===== src/core/uenc_pkg.sv =====
// Purpose: shared constants and types of the endpoint-0 request and nak block
// Assumes: 32-bit apb data, registers on aligned words
// Notes:   every register offset, register field position and latency used by the logic lives here
package uenc_pkg;
    // register byte addresses
    localparam logic [15:0] NAK_CTRL_ADDR  = 16'hff60; // endpoint0_nak_control
    localparam logic [15:0] FCLR_A_ADDR    = 16'hff64; // fifo_clear_ctrl_a
    localparam logic [15:0] FCLR_B_ADDR    = 16'hff68; // fifo_clear_ctrl_b
    localparam logic [15:0] IRQ_STAT_ADDR  = 16'hff6c; // sticky event status
    localparam logic [15:0] IRQ_EN_ADDR    = 16'hff70; // event enables
    localparam logic [15:0] IRQ_CLR_ADDR   = 16'hff74; // write-one-to-clear
    // nak control fields and reset value
    localparam int          WR_NAK_BIT     = 0;        // ep0_write_dir_nak
    localparam int          RD_NAK_BIT     = 1;        // ep0_read_dir_nak
    localparam logic [7:0]  NAK_CTRL_RST   = 8'h00;
    // fifo clear fields
    localparam int          FCLR_EP0_BIT   = 0;
    // interrupt event fields
    localparam int          EV_DECODE_BIT  = 0;        // cpu_request_decode_irq
    localparam int          EV_STALL_BIT   = 1;        // automatic stall sent
    localparam int          EV_W           = 2;
    // status latency after a fifo clear write, in usb clocks
    localparam int          CLR_LATENCY    = 5;
    // setup packet fields
    localparam logic [1:0]  TYPE_STANDARD  = 2'h0;
    localparam logic [4:0]  RCP_DEVICE     = 5'h00;
    localparam logic [4:0]  RCP_INTERFACE  = 5'h01;
    localparam logic [4:0]  RCP_ENDPOINT   = 5'h02;
    localparam logic [7:0]  REQ_GET_STATUS = 8'h00;
    localparam logic [7:0]  REQ_CLR_FEAT   = 8'h01;
    localparam logic [7:0]  REQ_SET_FEAT   = 8'h03;
    localparam logic [7:0]  REQ_SET_ADDR   = 8'h05;
    localparam logic [7:0]  REQ_GET_DESC   = 8'h06;
    localparam logic [7:0]  REQ_SET_DESC   = 8'h07;
    localparam logic [7:0]  REQ_GET_CONF   = 8'h08;
    localparam logic [7:0]  REQ_SET_CONF   = 8'h09;
    localparam logic [7:0]  REQ_GET_IF     = 8'h0a;
    localparam logic [7:0]  REQ_SET_IF     = 8'h0b;
    localparam logic [7:0]  DESC_STRING    = 8'h03;

    // true for status and feature requests
    function automatic logic is_stat_feat(input logic [7:0] r);
        return (r == REQ_GET_STATUS) || (r == REQ_CLR_FEAT) || (r == REQ_SET_FEAT);
    endfunction

    // apb slave phase
    typedef enum logic [1:0] {
        BUS_IDLE = 2'b01,
        BUS_ACC  = 2'b10
    } uenc_bus_t;
endpackage


===== src/core/uenc_req_decode.sv =====
// Purpose: classify a received setup request for endpoint 0
// Assumes: setup fields stay valid while setup_valid is high
// Notes:   purely combinational; the top registers the stall and firmware results, hw_auto only feeds an assertion
`timescale 1ns/1ps
module uenc_req_decode (
    input  wire logic [7:0] req_type,
    input  wire logic [7:0] request,
    input  wire logic [7:0] desc_type,
    output logic            auto_stall,
    output logic            hw_auto,
    output logic            cpu_decode
);
    logic       std;  // standard request type
    logic [4:0] rcp;  // recipient field
    logic       known; // requests executed by other hardware

    // sort into stall, hardware-executed, or firmware
    always_comb begin
        std        = (req_type[6:5] == uenc_pkg::TYPE_STANDARD);
        rcp        = req_type[4:0];
        known      = 1'b0;
        auto_stall = 1'b0;
        hw_auto    = 1'b0;
        cpu_decode = 1'b0;
        if (std && uenc_pkg::is_stat_feat(request)) begin
            known = (rcp == uenc_pkg::RCP_DEVICE) || (rcp == uenc_pkg::RCP_ENDPOINT);
        end else if (std && request == uenc_pkg::REQ_GET_DESC) begin
            known = (desc_type != uenc_pkg::DESC_STRING); // string goes to firmware
        end else if (std) begin
            known = (request == uenc_pkg::REQ_SET_ADDR) || (request == uenc_pkg::REQ_GET_CONF)
                 || (request == uenc_pkg::REQ_SET_CONF) || (request == uenc_pkg::REQ_GET_IF)
                 || (request == uenc_pkg::REQ_SET_IF);
        end
        if (std && uenc_pkg::is_stat_feat(request) && rcp == uenc_pkg::RCP_INTERFACE) begin
            auto_stall = 1'b1;
        end else if (known) begin
            hw_auto = 1'b1;
        end else begin
            cpu_decode = 1'b1;
        end
    end
endmodule


===== src/core/uenc_clr_delay.sv =====
// Purpose: delay fifo clear launches by a fixed number of cycles
// Assumes: one launch bit per clear register
// Notes:   back to back launches are all carried
`timescale 1ns/1ps
module uenc_clr_delay #(
    parameter int LAT = uenc_pkg::CLR_LATENCY
) (
    input  wire logic       pclk,
    input  wire logic       presetn,
    input  wire logic [1:0] launch,
    output logic      [1:0] done
);
    // refuse a latency the shift line cannot hold
    if (LAT < 2) begin : g_chk
        $error("uenc_clr_delay: LAT must be at least 2");
    end

    typedef struct packed {
        logic [LAT-1:0][1:0] pipe; // one entry per cycle of latency
    } uenc_dly_state_t;

    uenc_dly_state_t s_q;
    uenc_dly_state_t s_d;

    // shift launches toward the output
    always_comb begin
        s_d = s_q;
        s_d.pipe = {s_q.pipe[LAT-2:0], launch};
    end

    // register the state
    always_ff @(posedge pclk or negedge presetn) begin
        if (!presetn) begin
            s_q <= '0;
        end else begin
            s_q <= s_d;
        end
    end

    assign done = s_q.pipe[LAT-1];
endmodule


===== src/core/uenc_top.sv =====
// Purpose: endpoint-0 request routing and nak control with apb registers
// Assumes: usb-side strobes are synchronous to pclk, which is the usb clock
// Notes:   one-cycle apb access phase; events gated onto a level interrupt
//
// Implementation choice: the APB register port.
`timescale 1ns/1ps

module uenc_top #(
    parameter int ADDR_W = 16
) (
    input  wire logic              pclk,
    input  wire logic              presetn,
    input  wire logic              psel,
    input  wire logic              penable,
    input  wire logic              pwrite,
    input  wire logic [ADDR_W-1:0] paddr,
    input  wire logic [31:0]       pwdata,
    input  wire logic [3:0]        pstrb,
    output logic      [31:0]       prdata,
    output logic                   pready,
    output logic                   pslverr,
    input  wire logic              setup_valid,
    input  wire logic [7:0]        setup_req_type,
    input  wire logic [7:0]        setup_request,
    input  wire logic [7:0]        setup_desc_type,
    input  wire logic              nak_tx_busy,
    input  wire logic              ep0_data_end,
    input  wire logic              in_token,
    input  wire logic              in_ack,
    output logic                   irq,
    output logic                   stall_resp,
    output logic                   cpu_request_decode_irq,
    output logic                   ep0_read_dir_nak,
    output logic                   ep0_write_dir_nak,
    output logic                   in_data_send
);
    // refuse an address bus too narrow for the map
    if (ADDR_W < 16) begin : g_chk
        $error("uenc_top: ADDR_W must be at least 16");
    end

    typedef struct packed {
        uenc_pkg::uenc_bus_t        bus;      // apb phase
        logic [31:0]                prdata;   // read data
        logic                       pready;   // access answer
        logic                       pslverr;  // access error
        logic                       rd_nak;   // read-direction nak flag
        logic                       wr_nak;   // write-direction nak flag
        logic                       cpu_xfer; // current transfer owned by firmware
        logic [uenc_pkg::EV_W-1:0]  ist;      // sticky events
        logic [uenc_pkg::EV_W-1:0]  ien;      // event enables
        logic                       irq;      // interrupt level
        logic                       stall;    // stall pulse
        logic                       dec;      // decode pulse
        logic                       in_send;  // data send pulse
        logic                       rd_nak_o; // read nak as shown on the pin
        logic                       wr_nak_o; // write nak as shown on the pin
    } uenc_top_state_t;

    uenc_top_state_t s_q;
    uenc_top_state_t s_d;

    logic        dec_stall;   // request stalls automatically
    logic        dec_hw;      // request run by other hardware
    logic        dec_cpu;     // request goes to firmware
    logic [1:0]  clr_launch;  // fifo clear writes this cycle
    logic [1:0]  clr_done;    // fifo clear takes effect now
    logic        acc;         // access phase edge of a transfer
    logic        wr_en;       // write takes effect
    logic        setup_cpu;   // firmware-owned setup now
    logic        setup_stall; // stalling setup now
    logic [15:0] addr;        // low address bits
    logic [7:0]  nak_rd;      // nak register read view

    // request classifier
    uenc_req_decode u_dec (
        .req_type   (setup_req_type),
        .request    (setup_request),
        .desc_type  (setup_desc_type),
        .auto_stall (dec_stall),
        .hw_auto    (dec_hw),
        .cpu_decode (dec_cpu)
    );

    // fifo clear latency line
    uenc_clr_delay #(
        .LAT (uenc_pkg::CLR_LATENCY)
    ) u_dly (
        .pclk    (pclk),
        .presetn (presetn),
        .launch  (clr_launch),
        .done    (clr_done)
    );

    // decode the bus and the usb strobes
    always_comb begin
        addr        = paddr[15:0];
        acc         = psel && penable && s_q.pready;
        wr_en       = acc && pwrite && !s_q.pslverr;
        setup_cpu   = setup_valid && dec_cpu;
        setup_stall = setup_valid && dec_stall;
        clr_launch  = 2'b00;
        if (wr_en && addr == uenc_pkg::FCLR_A_ADDR) begin
            clr_launch[0] = pwdata[uenc_pkg::FCLR_EP0_BIT];
        end
        if (wr_en && addr == uenc_pkg::FCLR_B_ADDR) begin
            clr_launch[1] = pwdata[uenc_pkg::FCLR_EP0_BIT];
        end
        nak_rd = uenc_pkg::NAK_CTRL_RST;
        nak_rd[uenc_pkg::RD_NAK_BIT] = s_q.rd_nak;
        nak_rd[uenc_pkg::WR_NAK_BIT] = s_q.wr_nak;
    end

    // next state of the whole block
    always_comb begin
        s_d = s_q;
        s_d.stall   = 1'b0;
        s_d.dec     = 1'b0;
        s_d.in_send = 1'b0;
        // apb slave, answer in the first access cycle
        case (s_q.bus)
            uenc_pkg::BUS_IDLE: begin
                s_d.pready  = 1'b0;
                s_d.pslverr = 1'b0;
                if (psel && !penable) begin
                    s_d.bus    = uenc_pkg::BUS_ACC;
                    s_d.pready = 1'b1;
                    s_d.prdata = 32'h0000_0000;
                    if (paddr[1:0] != 2'h0) begin
                        s_d.pslverr = 1'b1; // unaligned
                    end else if (pwrite && addr == uenc_pkg::NAK_CTRL_ADDR && !pstrb[0]) begin
                        s_d.pslverr = 1'b1;
                    end else if (pwrite && pstrb == 4'h0) begin
                        s_d.pslverr = 1'b1; // empty write
                    end else begin
                        case (addr)
                            uenc_pkg::NAK_CTRL_ADDR: begin
                                s_d.prdata = {24'h00_0000, nak_rd};
                            end
                            uenc_pkg::IRQ_STAT_ADDR: begin
                                s_d.prdata = {30'h0000_0000, s_q.ist};
                            end
                            uenc_pkg::IRQ_EN_ADDR: begin
                                s_d.prdata = {30'h0000_0000, s_q.ien};
                            end
                            uenc_pkg::FCLR_A_ADDR,
                            uenc_pkg::FCLR_B_ADDR,
                            uenc_pkg::IRQ_CLR_ADDR: begin
                                s_d.prdata = 32'h0000_0000; // write-only
                            end
                            default: begin
                                s_d.pslverr = 1'b1; // unmapped
                            end
                        endcase
                    end
                end
            end
            uenc_pkg::BUS_ACC: begin
                if (acc) begin
                    s_d.bus     = uenc_pkg::BUS_IDLE;
                    s_d.pready  = 1'b0;
                    s_d.pslverr = 1'b0;
                end
            end
            default: begin
                s_d.bus    = uenc_pkg::BUS_IDLE;
                s_d.pready = 1'b0;
            end
        endcase
        // enable register
        if (wr_en && addr == uenc_pkg::IRQ_EN_ADDR) begin
            s_d.ien = pwdata[uenc_pkg::EV_W-1:0];
        end
        // event clear, then new events win
        if (wr_en && addr == uenc_pkg::IRQ_CLR_ADDR) begin
            s_d.ist = s_q.ist & ~pwdata[uenc_pkg::EV_W-1:0];
        end
        if (setup_cpu) begin
            s_d.ist[uenc_pkg::EV_DECODE_BIT] = 1'b1;
        end
        if (setup_stall) begin
            s_d.ist[uenc_pkg::EV_STALL_BIT] = 1'b1;
        end
        // usb-side answers to a setup
        if (setup_valid) begin
            s_d.cpu_xfer = dec_cpu;
            s_d.dec      = dec_cpu;
            s_d.stall    = dec_stall;
        end
        // read nak: firmware write unless nak is being sent
        if (wr_en && addr == uenc_pkg::NAK_CTRL_ADDR && !nak_tx_busy) begin
            s_d.rd_nak = pwdata[uenc_pkg::RD_NAK_BIT];
        end
        if (clr_done[0]) begin
            s_d.rd_nak = 1'b0;
        end
        if (setup_cpu) begin
            s_d.rd_nak = 1'b1;
        end
        // write nak: hardware only, firmware writes have no effect
        if (in_ack || clr_done[1]) begin
            s_d.wr_nak = 1'b0;
        end
        if (ep0_data_end) begin
            s_d.wr_nak = 1'b1;
        end
        // prepared data leaves on each in token while the write nak is set and firmware owns the transfer
        if (in_token && s_q.wr_nak && s_q.cpu_xfer) begin
            s_d.in_send = 1'b1;
        end
        s_d.irq = |(s_d.ist & s_d.ien);
        // nak pins registered here, gated by firmware ownership, so no gate sits behind the flop
        s_d.rd_nak_o = s_d.rd_nak && s_d.cpu_xfer;
        s_d.wr_nak_o = s_d.wr_nak && s_d.cpu_xfer;
    end

    // register the state
    always_ff @(posedge pclk or negedge presetn) begin
        if (!presetn) begin
            s_q     <= '0;
            s_q.bus <= uenc_pkg::BUS_IDLE;
        end else begin
            s_q <= s_d;
        end
    end

    // outputs straight from flip-flops
    assign prdata                 = s_q.prdata;
    assign pready                 = s_q.pready;
    assign pslverr                = s_q.pslverr;
    assign irq                    = s_q.irq;
    assign stall_resp             = s_q.stall;
    assign cpu_request_decode_irq = s_q.dec;
    assign ep0_read_dir_nak       = s_q.rd_nak_o;
    assign ep0_write_dir_nak      = s_q.wr_nak_o;
    assign in_data_send           = s_q.in_send;
endmodule


===== config.mk =====
export PLATFORM = sky130hd
export DESIGN_NAME = uenc_top
export DESIGN_NICKNAME = d
export VERILOG_FILES = /design/src/core/uenc_pkg.sv /design/src/core/uenc_req_decode.sv /design/src/core/uenc_clr_delay.sv /design/src/core/uenc_top.sv
export SDC_FILE = /design/constraint.sdc
export NUM_CORES = 1
export LEC_CHECK = 0
export BUFFER_PORTS_ARGS = -buffer_cell sky130_fd_sc_hd__buf_4
export CAP_MARGIN = 20
export CORE_ASPECT_RATIO = 0.8
export CORE_UTILIZATION = 42
export CTS_CLUSTER_DIAMETER = 100
export CTS_CLUSTER_SIZE = 25
export DETAILED_ROUTE_END_ITERATION = 10
export PLACE_DENSITY = 0.95
export REMOVE_ABC_BUFFERS = 1
export SLEW_MARGIN = 25
export SYNTH_ARGS = -nofsm -noshare
export SYNTH_HDL_FRONTEND = slang
export SYNTH_HIERARCHICAL = 1
export SYNTH_SLANG_ARGS = --single-unit

===== constraint.sdc =====
create_clock -name pclk -period 3.25 [get_ports pclk]
set_clock_uncertainty 0.1 [all_clocks]
set_input_delay 0.65 -clock pclk [delete_from_list [all_inputs] [get_ports pclk]]
set_output_delay 0.65 -clock pclk [all_outputs]
set_load 0.01 [all_outputs]

After elaboration in Yosys (flattened, before gate mapping):

Cells that the tools add are included.

* reduce and logical (&&, ||, !) cells: 46
* bitwise operators: 3
* muxes and demuxes: 34
* equality and inequality tests: 21

Operators with widths (number)
* $eq A16 B16 Y1 const B: 6
* $mux W32: 3
* $mux W36: 1
* $eq A8 B4 Y1 const B: 4
* $logic_and A1 B1 Y1: 23
* $mux W1: 21
* $eq A8 B3 Y1 const B: 2
* $mux W2: 5
* $eq A8 B1 Y1 const B: 1
* $eq A8 B2 Y1 const B: 1
* $logic_not A8 Y1: 1
* $logic_or A1 B1 Y1: 8
* $ne A8 B2 Y1 const B: 1
* $pmux W2 S3: 1
* $reduce_and A2 Y1: 3
* $reduce_or A6 Y1: 1
* $eq A5 B1 Y1 const B: 1
* $eq A5 B2 Y1 const B: 1
* $logic_not A5 Y1: 1
* $and A2 B2 Y2: 2
* $logic_not A1 Y1: 4
* $logic_not A4 Y1: 1
* $ne A2 B2 Y1 const B: 2
* $pmux W1 S2: 2
* other kinds (7): 8

* bits in registers: 59
* bits of input ports: 86

Logic depth before layout (Yosys ltp):

* word-level depth: 14
* depth in mapped cells: 8
* gate-level depth less buffers: 8

Cells and area by module:

The synthesis kept the hierarchy.

By module, submodules not included
* uenc_top: instances 1, cells each 123, seq. area each 476.7 um2, area each 1202.4 um2
* uenc_clr_delay: instances 1, cells each 10, seq. area each 250.2 um2, area each 250.2 um2
* uenc_req_decode: instances 1, cells each 20, seq. area each 0.0 um2, area each 148.9 um2

Worst setup path before layout:

No wires, ideal clock.

* path kind: input to register
* start point: in setup_req_type[0]
* end point: reg s_q (netlist bit irq)
* required time: 3.032 ns
* path buffers: 0
* setup slack: 0.892 ns
* arrival: 2.140 ns
* stages: 8
* cells stage by stage: or4_1 > a32o_1 > nor4_2 > nor2_1 > nand2_1 > inv_1 > a21oi_1 > a2bb2o_4

RTL lines
* from (decl): line uenc_top.sv:23 `input wire logic [7:0] setup_req_type,`
* to (decl): line uenc_top.sv:60 `uenc_top_state_t s_q;`

==> flow_metrics.py <==
metrics = {
    "run_status": {
        "outcome": "finished with violations",
        "violations": "design-rule violations",
    },
    "sta": {
        "fmax_ghz": 0.431,
        "finalHoldViolCount": 0,
        "rsz0062_at_grt": "false",
        "finalMaxSlewViolations": 0,
        "final.setup.tns_ns": 0,
        "min_period_ns": 2.32,
        "min_period_over_period_pct": 71.5,
        "hold_slack_ns": 0.170,
        "setup_viol": 0,
    },
    "worst_setup_path": {
        "critPathCaptureType": "flop",
        "r2r-end": "irq$_DFF_PN0_",
        "path_class": "input port to flop",
        "reg2reg_depth": 5,
        "cp_data_arrival_time_ns": 2.40,
        "reg2reg_slack_ns": 1.45,
        "cp_max_fo": 4,
        "crit_required_ns": 3.33,
        "crit_path_start_kind": "input port",
        "crit-reg2reg-launch": "pslverr$_DFFE_PN0P_",
    },
    "cells_and_area": {
        "final_nets": 306,
        "syn_to_final_growth_pct": 30.6,
        "drive_above_1_share_pct": 38.6,
        "diodes": 0,
        "final_util_pct": 59.1,
        "design_area_sq_um": 2090,
    },
    "grt": {
        "grt_pass1_vias": 1170,
        "grt_util_met3_pct": 7.07,
        "grt_pass1_wl_microns": 5320,
        "use_met1_pct": 20.2,
        "grt_start_max_net_pins": 30,
        "grt_usage_pct": 17.6,
        "busiest_layer": "met2",
        "gr-usage-met2_pct": 29.5,
        "antenna_found_initial": 0,
        "gr-total-overflow": 0,
    },
    "die": {
        "die_area_sq_um": 4070,
        "row_count": 19,
        "ios": 126,
        "initial_core_util_pct": 45.2,
        "die_w_microns": 71.0,
        "die_h_microns": 57.2,
        "core_sq_um": 3540,
    },
    "pwr": {
        "leakage_nw": 1.06,
        "power_mw": 0.825,
        "p_per_area_nw_per_um2": 395,
        "ir_drop_mv": 0.191,
    },
    "yosys": {
        "ys_top_cells_by_count": "buf_4 (32), dfrtp_1 (28), nor2_1 (8)",
        "ys_ff_latch": 29,
        "synthFlopType": "dfrtp_1",
        "synth.most_common_cell": "buf_4",
        "yosys_warnings": 6,
        "syn-instance-count": 153,
        "netlist_area_sq_um": 1600,
        "ys_seq_area_share_pct": 45.4,
        "synth_cell_type_count": 42,
        "yosysTopAreaCell": "dfrtp_1",
        "postSynth.asyncResetShare_pct": 100,
        "synth_top_area_share_pct": 43.8,
        "synthTopCellsByArea": "dfrtp_1 (44%), buf_4 (15%), mux2i_1 (2.5%)",
        "synth-edff-count": 0,
        "postSynthAreaPerCell_sq_um": 10.5,
    },
    "route": {
        "post_drt_wl_per_cell_microns": 12.5,
        "vias_per_cell": 4.77,
        "drc": 8,
        "wirelength_microns": 3280,
        "drt_iter0_drc": 93,
        "first_pass_iters": 7,
        "route.vias.total": 1251,
        "ant_nets": 0,
    },
    "clock_network": {
        "cts_tree": "done",
        "cts_inserted_buffers": 5,
        "htreeDepth": 2,
        "clock_sinks": 29,
        "cts_hold_buf": 0,
        "postCtsSetupBuffers": 0,
        "clk_pin_slew_worst_paths_ns": 0.06,
        "cts_buffer_depth": 2,
        "clk_latency_ns": 0.29,
        "root_buffer": "clkbuf_8",
        "cts_resized": 0,
    },
    "placement": {
        "dpl.hpwl_microns": 2570,
        "placed_cell_area_sq_um": 2010,
        "io_buffers": 64,
        "gp_congestion": 0.832,
    },
    "worst_hold_path": {
        "worstHoldPathType": "input port to async pin",
    },
    "flow_run": {
        "drv_cap": 0,
    },
}
[sequential cells by signal (all words and copies together) (netlist names)]
register,count
u_dly/s_d,8
s_q,7
nak_rd,2
prdata,2
u_dly/done,2
cpu_request_decode_irq,1
ep0_read_dir_nak,1
ep0_write_dir_nak,1
in_data_send,1
irq,1
pready,1
pslverr,1
stall_resp,1
[worst max path at each step]
stage	start	endpoint	cells past startpoint
finish	setup_req_type[0]	irq$_DFF_PN0_	9
CTS	setup_req_type[0]	irq$_DFF_PN0_	9
floorplan	setup_req_type[0]	irq$_DFF_PN0_	8
global placement	setup_req_type[0]	irq$_DFF_PN0_	9
detailed placement	setup_req_type[0]	irq$_DFF_PN0_	9
global route	setup_req_type[0]	irq$_DFF_PN0_	9
[cell usage in the layout (no fill, tap or decap), types with 6 or more instances in the layout]
| master | n |
|---|---|
| nor2_1 | 8 |
| conb_1 | 30 |
| nand3_1 | 6 |
| nor2b_1 | 6 |
| clkbuf_8 | 6 |
| buf_4 | 66 |
| nand2_1 | 6 |
| dfrtp_1 | 28 |
[routing by layer]
metal	routed length, microns	vias to the layer above
li1	-	604
met1	1310	595
met2	1700	45
met3	219	7
met4	57	0
met5	0	-
[cell families (layout without fill, tap and decap cells)]
group | Yosys count | count (layout) | synth area share (%)
AND/OR/NAND/NOR | 60 | 60 | 25.2
flip-flops | 29 | 29 | 45.4
other | 1 | 30 | 0.234
buffers and inverters | 39 | 77 | 16.7
multiplexers | 5 | 5 | 3.20
AO/OA/AOI/OAI | 19 | 19 | 9.22
[where the power goes]
part	total (mW)	internal [mW]	leakage [nW]	switching, mW
registers	0.385	0.376	0.375	0.00858
clock network	0.298	0.167	0.0443	0.131
logic	0.142	0.0745	0.637	0.0674
[worst max-delay path, stage by stage]
cell and delay [ns]:
buf_4 0.11, or4_1 0.52, a32o_1 0.28, nor4_2 0.14, nor2_1 0.06, nand2_1 0.12, inv_1 0.07, a21oi_1 0.22
a2bb2o_4 0.24
[per-stage QoR]
stage,instances,setup WS [ns]
after floorplan,147,0.892
after global placement,255,0.673
after detailed placement,255,0.638
after CTS,262,0.941
after global routing,262,0.803
final,262,0.928
[area by class of cell]
| cell class | instances | area (sq um) |
|---|---|---|
| Clock buffer | 7 | 86.3 |
| Fill cell | 297 | 1450 |
| Inverter | 4 | 15.0 |
| Multi-Input combinational cell | 114 | 716 |
| Sequential cell | 29 | 727 |
| Tap cell | 42 | 52.6 |
| Timing Repair Buffer | 66 | 495 |
No activity file was read; power rests on OpenSTA's default activity.
